$ cat src/logic/lcf_pkg.sv
/*
 Package for the laser channel fault control block: register offsets,
 field positions, reset values and the packed carriers shared by files.
 Assumes a byte-wide register port with a six-bit address.
*/
`default_nettype none

package lcf_pkg;

   localparam int unsigned ADDR_W = 6;
   localparam int unsigned DATA_W = 8;

   // Register offsets
   localparam logic [5:0] OFS_FAULT_STATUS = 6'h00;
   localparam logic [5:0] OFS_CHAN_STATUS  = 6'h01;
   localparam logic [5:0] OFS_CH1_LIMIT    = 6'h11;
   localparam logic [5:0] OFS_COMBINE      = 6'h1b;
   localparam logic [5:0] OFS_EVENT_MASK   = 6'h1d;
   localparam logic [5:0] OFS_CHAN_DISABLE = 6'h1e;
   localparam logic [5:0] OFS_FAULT_SIM    = 6'h1f;

   // fault_status fields
   localparam int unsigned FS_RAM_INIT  = 0;
   localparam int unsigned FS_SUPPLY_DN = 1;
   localparam int unsigned FS_MEM_ERR   = 2;
   localparam int unsigned FS_OVERTEMP  = 3;
   localparam int unsigned FS_CH2_OVC   = 4;
   localparam int unsigned FS_CH1_OVC   = 5;
   localparam int unsigned FS_OSC_FAULT = 6;
   localparam int unsigned FS_CFG_TIMO  = 7;

   // channel_status fields
   localparam int unsigned CS_CH1_ON  = 0;
   localparam int unsigned CS_CH1_MON = 1;
   localparam int unsigned CS_CH1_SAT = 2;
   localparam int unsigned CS_CH2_ON  = 4;
   localparam int unsigned CS_CH2_MON = 5;
   localparam int unsigned CS_CH2_SAT = 6;

   // Control fields
   localparam int unsigned CB_COMBINE  = 6;
   localparam int unsigned EM_OSC      = 0;
   localparam int unsigned EM_CH1_SAT  = 2;
   localparam int unsigned EM_CH2_SAT  = 3;
   localparam int unsigned CD_CH1      = 0;
   localparam int unsigned CD_CH2      = 1;
   localparam int unsigned SIM_CH1_OVC = 0;
   localparam int unsigned SIM_CH2_OVC = 1;
   localparam int unsigned SIM_OVT     = 2;
   localparam int unsigned SIM_OSC     = 3;

   // Reset values
   localparam logic [7:0] RST_FAULT_STATUS = 8'h03;
   localparam logic [7:0] RST_CHAN_LATCH   = 8'h00;
   localparam logic [7:0] RST_CH1_LIMIT    = 8'hff;
   localparam logic       RST_COMBINE      = 1'b0;
   localparam logic [7:0] RST_EVENT_MASK   = 8'h0c;
   localparam logic [1:0] RST_CHAN_DISABLE = 2'h3;

   // Latched bits of channel_status, cleared by a read
   localparam logic [7:0] CS_LATCH_MASK = 8'h66;

   // Pin and comparator levels arriving from outside the clock domain
   typedef struct packed {
      logic sel_open;
      logic emc_open;
      logic en1;
      logic en2;
      logic overtemp_flag;
      logic ch1_overcurrent_flag;
      logic ch2_overcurrent_flag;
      logic osc;
      logic sat1;
      logic sat2;
   } lcf_pins_s;

   localparam int unsigned PINS_W = $bits(lcf_pins_s);

   // One register access request
   typedef struct packed {
      logic             rd;
      logic             wr;
      logic [5:0]       addr;
      logic [7:0]       wdata;
   } lcf_req_s;

endpackage

`default_nettype wire

$ cat src/logic/lcf_sync.sv
/*
 Two-flop synchroniser for a vector of independent levels.
 Assumes each bit is a slow level; no word coherence across bits.
*/
`timescale 1ns/1ns
`default_nettype none

module lcf_sync #(
   parameter int unsigned WIDTH = 1
) (
   input  wire logic             clk,
   input  wire logic             sys_rst,
   input  wire logic [WIDTH-1:0] async_in,
   output logic      [WIDTH-1:0] sync_q
);
   logic [WIDTH-1:0] meta_q;
   logic [WIDTH-1:0] meta_d;
   logic [WIDTH-1:0] sync_d;

   // Next values: first stage feeds only the second
   always_comb begin
      meta_d = async_in;
      sync_d = meta_q;
   end

   // Register both stages
   always_ff @(posedge clk) begin
      if (sys_rst) begin
         meta_q <= '0;
         sync_q <= '0;
      end else begin
         meta_q <= meta_d;
         sync_q <= sync_d;
      end
   end
endmodule // lcf_sync

`default_nettype wire

$ cat src/logic/lcf_sticky.sv
/*
 Vector of sticky flags, set by hardware events and cleared by a mask.
 Assumes set and clear come from logic on the same clock.
*/
`timescale 1ns/1ns
`default_nettype none

module lcf_sticky #(
   parameter int unsigned       WIDTH   = 8,
   parameter logic [WIDTH-1:0]  RST_VAL = '0
) (
   input  wire logic             clk,
   input  wire logic             sys_rst,
   input  wire logic [WIDTH-1:0] set,
   input  wire logic [WIDTH-1:0] clr,
   output logic      [WIDTH-1:0] flag_q
);
   logic [WIDTH-1:0] flag_d;

   // Set wins over clear so an event in the clearing cycle survives
   always_comb begin
      flag_d = (flag_q & ~clr) | set;
   end

   always_ff @(posedge clk) begin
      if (sys_rst) begin
         flag_q <= RST_VAL;
      end else begin
         flag_q <= flag_d;
      end
   end
endmodule // lcf_sticky

`default_nettype wire

$ cat src/logic/lcf_top.sv
/*
 Fault and enable supervision for a dual laser channel driver: status
 latches, read acknowledge, channel gating, combined mode and the
 active-low attention output.
 Assumes pins and comparators are asynchronous levels, while the memory
 checker, config timer, standby logic and monitor enables share clk.
*/
`timescale 1ns/1ns
`default_nettype none

module lcf_top (
   input  wire logic              clk,
   input  wire logic              sys_rst,
   input  wire lcf_pkg::lcf_req_s req,
   input  wire lcf_pkg::lcf_pins_s pins_async,
   input  wire logic              mem_err_evt,
   input  wire logic              cfg_timeout_evt,
   input  wire logic              standby_exit,
   input  wire logic              ch1_monitor_on,
   input  wire logic              ch2_monitor_on,
   output logic [7:0]             rdata_q,
   output logic                   rvalid_q,
   output logic                   attention_out_n,
   output logic                   ch1_drive_q,
   output logic                   ch2_drive_q,
   output logic                   ch2_regulate_q,
   output logic                   ch2_ovc_detect_q,
   output logic [7:0]             ch1_limit_q,
   output logic                   combine_q
);
   lcf_pkg::lcf_pins_s pins_s;
   lcf_pkg::lcf_pins_s pins_prev_q;
   logic [7:0]  fault_q;
   logic [7:0]  fault_set;
   logic [7:0]  fault_clr;
   logic [7:0]  latch_q;
   logic [7:0]  latch_set;
   logic [7:0]  latch_clr;
   logic [7:0]  chan_status;
   logic [7:0]  mask_q;
   logic [7:0]  mask_d;
   logic [1:0]  dis_q;
   logic [1:0]  dis_d;
   logic [7:0]  limit_d;
   logic        combine_d;
   logic [7:0]  rdata_d;
   logic        rvalid_d;
   logic [3:0]  sim;
   logic        open_any;
   logic        err_any;
   logic        ch1_on_d;
   logic        ch2_on_d;
   logic        ch2_reg_d;
   logic        pend0_q;
   logic        pend0_d;
   logic        pend1_q;
   logic        pend1_d;
   logic        pend0_set;
   logic        pend1_set;
   logic        attn_d;
   logic        wr_hit_sim;
   logic        rd_fault;
   logic        rd_chan;

   // Pins and analog comparators cross into clk first
   lcf_sync #(
      .WIDTH    (lcf_pkg::PINS_W)
   ) u_sync (
      .clk      (clk),
      .sys_rst  (sys_rst),
      .async_in (pins_async),
      .sync_q   (pins_s)
   );

   // Previous synchronised levels for rising edge detection
   always_ff @(posedge clk) begin
      if (sys_rst) begin
         pins_prev_q <= '0;
      end else begin
         pins_prev_q <= pins_s;
      end
   end

   // Access decode; status reads are acknowledges
   always_comb begin
      rd_fault   = req.rd && (req.addr == lcf_pkg::OFS_FAULT_STATUS);
      rd_chan    = req.rd && (req.addr == lcf_pkg::OFS_CHAN_STATUS);
      wr_hit_sim = req.wr && (req.addr == lcf_pkg::OFS_FAULT_SIM);
      sim        = wr_hit_sim ? req.wdata[3:0] : 4'h0;
   end

   // Fault event sources; overcurrent on channel 2 is ignored when
   // combined since the shared stage is guarded by channel 1 alone
   always_comb begin
      fault_set = 8'h00;
      fault_set[lcf_pkg::FS_SUPPLY_DN] = standby_exit;
      fault_set[lcf_pkg::FS_MEM_ERR]   = mem_err_evt;
      fault_set[lcf_pkg::FS_CFG_TIMO]  = cfg_timeout_evt;
      fault_set[lcf_pkg::FS_OVERTEMP]  =
         (pins_s.overtemp_flag && !pins_prev_q.overtemp_flag) || sim[lcf_pkg::SIM_OVT];
      fault_set[lcf_pkg::FS_CH1_OVC]   =
         (pins_s.ch1_overcurrent_flag && !pins_prev_q.ch1_overcurrent_flag) ||
         sim[lcf_pkg::SIM_CH1_OVC];
      fault_set[lcf_pkg::FS_CH2_OVC]   = !combine_q &&
         ((pins_s.ch2_overcurrent_flag && !pins_prev_q.ch2_overcurrent_flag) ||
          sim[lcf_pkg::SIM_CH2_OVC]);
      fault_set[lcf_pkg::FS_OSC_FAULT] =
         (pins_s.osc && !pins_prev_q.osc) || sim[lcf_pkg::SIM_OSC];
      fault_clr = rd_fault ? 8'hff : 8'h00;
   end

   // Reset value carries the power-on flags
   lcf_sticky #(
      .WIDTH   (8),
      .RST_VAL (lcf_pkg::RST_FAULT_STATUS)
   ) u_fault (
      .clk     (clk),
      .sys_rst (sys_rst),
      .set     (fault_set),
      .clr     (fault_clr),
      .flag_q  (fault_q)
   );

   // Latched channel_status bits: monitor seen and saturation
   always_comb begin
      latch_set = 8'h00;
      latch_set[lcf_pkg::CS_CH1_MON] = ch1_monitor_on;
      latch_set[lcf_pkg::CS_CH2_MON] = ch2_monitor_on;
      latch_set[lcf_pkg::CS_CH1_SAT] = pins_s.sat1 && !pins_prev_q.sat1;
      latch_set[lcf_pkg::CS_CH2_SAT] = pins_s.sat2 && !pins_prev_q.sat2;
      latch_clr = rd_chan ? lcf_pkg::CS_LATCH_MASK : 8'h00;
   end

   lcf_sticky #(
      .WIDTH   (8),
      .RST_VAL (lcf_pkg::RST_CHAN_LATCH)
   ) u_latch (
      .clk     (clk),
      .sys_rst (sys_rst),
      .set     (latch_set),
      .clr     (latch_clr),
      .flag_q  (latch_q)
   );

   // Live on-state bits joined with the latched ones
   always_comb begin
      chan_status = latch_q & lcf_pkg::CS_LATCH_MASK;
      chan_status[lcf_pkg::CS_CH1_ON] = ch1_drive_q;
      chan_status[lcf_pkg::CS_CH2_ON] = ch2_drive_q;
   end

   // Channel gating; monitor-seen bits are information, not errors
   always_comb begin
      open_any = pins_s.sel_open || pins_s.emc_open;
      err_any  = (|fault_q) || latch_q[lcf_pkg::CS_CH1_SAT] ||
                 latch_q[lcf_pkg::CS_CH2_SAT];
      ch1_on_d = !open_any && !err_any && !dis_q[lcf_pkg::CD_CH1] &&
                 pins_s.en1;
      // Combined stage needs both disables clear and both pins high
      ch2_on_d = !open_any && !err_any && !dis_q[lcf_pkg::CD_CH2] &&
                 pins_s.en2 &&
                 (!combine_q || ch1_on_d);
      ch2_reg_d = ch2_on_d && !combine_q;
   end

   // Register writes; read-only and unmapped writes are dropped
   always_comb begin
      limit_d   = ch1_limit_q;
      combine_d = combine_q;
      mask_d    = mask_q;
      dis_d     = dis_q;
      if (req.wr) begin
         case (req.addr)
            lcf_pkg::OFS_CH1_LIMIT: begin
               limit_d = req.wdata;
            end
            lcf_pkg::OFS_COMBINE: begin
               combine_d = req.wdata[lcf_pkg::CB_COMBINE];
            end
            lcf_pkg::OFS_EVENT_MASK: begin
               mask_d = req.wdata & lcf_pkg::RST_EVENT_MASK |
                        {7'h00, req.wdata[lcf_pkg::EM_OSC]};
            end
            lcf_pkg::OFS_CHAN_DISABLE: begin
               dis_d = req.wdata[1:0];
            end
            default: begin
               dis_d = dis_q;
            end
         endcase
      end
   end

   // Read data; status value is returned as it stood before its clear
   always_comb begin
      rvalid_d = req.rd;
      case (req.addr)
         lcf_pkg::OFS_FAULT_STATUS: rdata_d = fault_q;
         lcf_pkg::OFS_CHAN_STATUS:  rdata_d = chan_status;
         lcf_pkg::OFS_CH1_LIMIT:    rdata_d = ch1_limit_q;
         lcf_pkg::OFS_COMBINE:      rdata_d = {1'b0, combine_q, 6'h00};
         lcf_pkg::OFS_EVENT_MASK:   rdata_d = mask_q;
         lcf_pkg::OFS_CHAN_DISABLE: rdata_d = {6'h00, dis_q};
         default:                   rdata_d = 8'h00;
      endcase
      if (!req.rd) begin
         rdata_d = rdata_q;
      end
   end

   // Pending changes per status register; a new change beats the read,
   // and a flag set again in its own read cycle counts as a new change
   always_comb begin
      pend0_set = |(fault_set & (~fault_q | fault_clr) &
                  ~{1'b0, mask_q[lcf_pkg::EM_OSC], 6'h00});
      pend1_set = (ch1_on_d != ch1_drive_q) ||
                  (ch2_on_d != ch2_drive_q) ||
                  (|(latch_set & (~latch_q | latch_clr) &
                    ~(mask_q[3:2] == 2'b00 ? 8'h00 :
                      {1'b0, mask_q[lcf_pkg::EM_CH2_SAT], 3'h0,
                       mask_q[lcf_pkg::EM_CH1_SAT], 2'h0})));
      pend0_d = pend0_set || (pend0_q && !rd_fault);
      pend1_d = pend1_set || (pend1_q && !rd_chan);
      // Open pins hold it low with no acknowledge possible
      attn_d  = !(open_any || pend0_q || pend1_q);
   end

   // Control and output registers
   always_ff @(posedge clk) begin
      if (sys_rst) begin
         ch1_limit_q      <= lcf_pkg::RST_CH1_LIMIT;
         combine_q        <= lcf_pkg::RST_COMBINE;
         mask_q           <= lcf_pkg::RST_EVENT_MASK;
         dis_q            <= lcf_pkg::RST_CHAN_DISABLE;
         rdata_q          <= 8'h00;
         rvalid_q         <= 1'b0;
         ch1_drive_q      <= 1'b0;
         ch2_drive_q      <= 1'b0;
         ch2_regulate_q   <= 1'b0;
         ch2_ovc_detect_q <= 1'b1;
         pend0_q          <= 1'b1;
         pend1_q          <= 1'b1;
         attention_out_n  <= 1'b0;
      end else begin
         ch1_limit_q      <= limit_d;
         combine_q        <= combine_d;
         mask_q           <= mask_d;
         dis_q            <= dis_d;
         rdata_q          <= rdata_d;
         rvalid_q         <= rvalid_d;
         ch1_drive_q      <= ch1_on_d;
         ch2_drive_q      <= ch2_on_d;
         ch2_regulate_q   <= ch2_reg_d;
         ch2_ovc_detect_q <= !combine_d;
         pend0_q          <= pend0_d;
         pend1_q          <= pend1_d;
         attention_out_n  <= attn_d;
      end
   end
endmodule // lcf_top

`default_nettype wire

$ cat config.mk
export PLATFORM = sky130hd
export DESIGN_NAME = lcf_top
export DESIGN_NICKNAME = d
export VERILOG_FILES = /design/src/logic/lcf_pkg.sv /design/src/logic/lcf_sync.sv /design/src/logic/lcf_sticky.sv /design/src/logic/lcf_top.sv
export SDC_FILE = /design/constraint.sdc
export NUM_CORES = 1
export LEC_CHECK = 0
export ABC_AREA = 1
export BUFFER_PORTS_ARGS = -buffer_cell sky130_fd_sc_hd__buf_4
export CORE_MARGIN = 4
export CORE_UTILIZATION = 43
export DETAILED_ROUTE_END_ITERATION = 8
export MAX_ROUTING_LAYER = met4
export PLACE_DENSITY = 0.77
export REMOVE_ABC_BUFFERS = 1
export SLEW_MARGIN = 10
export SYNTH_ARGS = -nofsm -noshare
export SYNTH_HDL_FRONTEND = slang
export SYNTH_SLANG_ARGS = --single-unit
$ cat constraint.sdc
create_clock -name clk -period 1.65 [get_ports clk]
set_input_delay 0.0825 -clock clk [delete_from_list [all_inputs] [get_ports clk]]
set_output_delay 0.0825 -clock clk [all_outputs]
set_load 0.005 [all_outputs]
==> impl_metrics.tcl <==
set metrics [dict create \
    finalCritPeriodShare_pct 81.31 \
    place.gp.congestion 0.8782 \
    track_usage_pct 20.01 \
    die_w_um 88.61 \
    ir_worst_vdd_mv 0.5998 \
    maxSlewViolCount 0 \
    synthFlopType "dfxtp_1" \
    required_ps 1880 \
    synthCells 378 \
    drt-vias-per-instance 4.825 \
    finalSetupViolations 0 \
    start_kind "flip-flop" \
    path_clk_slew_ps 70 \
    core_um2 6314 \
    clk_latency_ps 340 \
    antenna_found_initial 0 \
    p_leak_uw 0.001792 \
    post-route-util_pct 58.56 \
    wl_per_cell_um 12.55 \
    cts_max_level 3 \
    hp-class "in -> reg" \
    grt_max_degree 26 \
    r2r_setup_slack_ps 310 \
    ctsRootBufferMaster "clkbuf_8" \
    timing.rr.end "pend1_q" \
    syn-cell-area_um2 2794 \
    async_reset_ff_share_pct 0 \
    synth_seq_cells 68 \
    critPathCaptureType "flip-flop" \
    diodes 0 \
    grt_pass1_vias 2478 \
    dp_hpwl_um 5054 \
    final_common_cell "nand2_1" \
    slew_headroom_pct 66.48 \
    ant_nets 0 \
    holdPathStages 2 \
    drive_gt1_share_pct 20.86 \
    outcome "complete, no violations" \
    min_period_ps 1342 \
    drc 0 \
    cts_tree "done" \
    hold_viol 0 \
    path_cells "or2_2 -> nor2_1 -> nand3_1 -> nand2_1 -> inv_1 -> nor2_1 -> nand3_1" \
    grt.overflow.total 0 \
    rr_worst_depth 7 \
    routed_wl_um 6803 \
    rsz0062_at_grt "no" \
    postCtsSetupBuffers 0 \
    cts-resized-gates 0 \
    fillCellCount 594 \
    num_rows 29 \
    synth.avg_cell_area_um2 7.391 \
    grt_pass1_wl_um 11590 \
    synth_cell_type_count 31 \
    clock_skew_ps 6.954 \
    dr.pass1.iters 4 \
    vias 2615 \
    final.setup.tns_ps 0 \
    worstReg2RegStart "u_latch.flag_q[6]" \
    clock_sinks 68 \
    synth_edf_count 0 \
    nets 493 \
    drtIter0Drc 168 \
    clk_path_buf_depth 2 \
    numCtsBuffers 9 \
    fmax_ghz 0.7454 \
    seq_area_frac_synth_pct 48.72 \
    mostFrequentLayoutCells "nand2_1, dfxtp_1, buf_4, inv_1, nor2_1" \
    powerDensity_nw_per_um2 909.7 \
    synth_warnings 0 \
    die_area_um2 7851 \
    cap_violations 0 \
    worst_pin_slew_ps 502.3 \
    numPortBuffers 55 \
    die_h_um 88.61 \
    initial_core_util_pct 44.25 \
    cp_slowest_cell "dfxtp_1" \
    worst_hold_path.endpoint "rdata_q[2]" \
    io_pins 56 \
    critPathKind "reg -> reg" \
    cp_max_fo 3 \
    min_from "sys_rst" \
    area_growth_pct 32.33 \
    critical_path_arrival_ps 1570 \
    slowest_delay_ps 330 \
]
-- sequential cells by signal, summed over array words and instances (netlist names), 2 cells and up --
signal / cells
u_fault.flag_q: 8
mask_q: 3
ch1_limit_q: 8
pins_prev_q: 6
dis_q: 2
u_sync.meta_q: 10
rdata_q: 8
u_latch.flag_q: 4
u_sync.sync_q: 10
-- layout make-up --
cell class | count | area (um^2) | area share [%]
Timing Repair Buffer | 81 | 665.6 | 18.00
Inverter | 58 | 217.7 | 5.888
Sequential cell | 68 | 1361 | 36.82
Clock buffer | 12 | 145.1 | 3.926
Tap cell | 77 | 96.34 | 2.606
Multi-Input combinational cell | 242 | 1162 | 31.44
Clock inverter | 4 | 48.80 | 1.320
-- cells in the mapped netlist (3+ instances only) --
| cell type | instances | area (um^2) |
|---|---|---|
| nand2_1 | 86 | 322.8 |
| dfxtp_1 | 68 | 1361 |
| inv_1 | 57 | 214.0 |
| nor2_1 | 55 | 206.5 |
| nand3_1 | 36 | 180.2 |
| a21oi_1 | 18 | 90.09 |
| nand4_1 | 8 | 50.05 |
| clkbuf_1 | 6 | 22.52 |
| or2_2 | 6 | 37.54 |
| o211ai_1 | 5 | 37.54 |
| nand2_2 | 4 | 25.02 |
| nor2_4 | 4 | 45.04 |
| nor2_2 | 3 | 18.77 |
| o21ai_0 | 3 | 15.01 |
-- power by group --
part	total, uW	internal (uW)	leakage (uW)	switching [uW]
Combinational	306	145	0.00114	162
Sequential	1710	1690	0.000556	21.3
Clock	1350	738	0.000100	609
Total	3360	2570	0.00179	792
-- worst max path at each step --
stage                       from  endpoint  slack [ps]  cells after the start
6_report       u_latch.flag_q[6]   pend1_q         310                      7
5_1_grt        u_latch.flag_q[6]   pend1_q         130                      7
4_1_cts        u_latch.flag_q[6]   pend1_q         340                      5
3_5_place_dp   u_latch.flag_q[6]   pend1_q         340                      5
3_3_place_gp   u_latch.flag_q[6]   pend1_q         410                      7
2_1_floorplan  u_latch.flag_q[6]   pend1_q         460                      5
-- through the flow --
step | power (uW) | cells | worst slack, ps | cell area [um^2] | hold slack (ps)
2_1_floorplan | 1865 | 368 | 459.8 | 2741 | 144.9
3_5_place_dp | 2010 | 503 | 341.9 | 3273 | 284.4
5_1_grt | 3514 | 542 | 128.3 | 3697 | 36.43
4_1_cts | 3397 | 542 | 343.6 | 3697 | 11.02
6_report | 3363 | 542 | 308.4 | 3697 | 32.78
3_3_place_gp | 2002 | 503 | 414.8 | 3273 | 279.5
-- logic make-up after synthesis --
family | after synthesis | share of synthesized area (%)
and+or+nand+nor | 210 | 35.02
DFF | 68 | 48.72
buffers and inverters | 68 | 9.673
AOI/OAI and AO/OA | 31 | 6.270
xor gates and xnor gates | 1 | 0.3135
-- layer usage --
metal	up-vias	wire, um	global-route usage [%]
met5	-	0	-
met4	0	164	9.890
met3	18	410	3.445
met2	77	3304	32.29
met1	1180	2924	24.08
li1	1340	-	-
-- worst max-delay path, delay by kind of cell, from the launching register on --
family	cells	cell delay [ps]
buffers and inverters	1	40
and+or+nand+nor	6	880
DFF	1	330
-- what timing repair did --
item / CTS / global route
hold endpoints to repair: 27 / 0
hold buffers: 23 / 0
endpoints found under the setup margin: 0 / 0
Power figures use the tool's default switching activity.
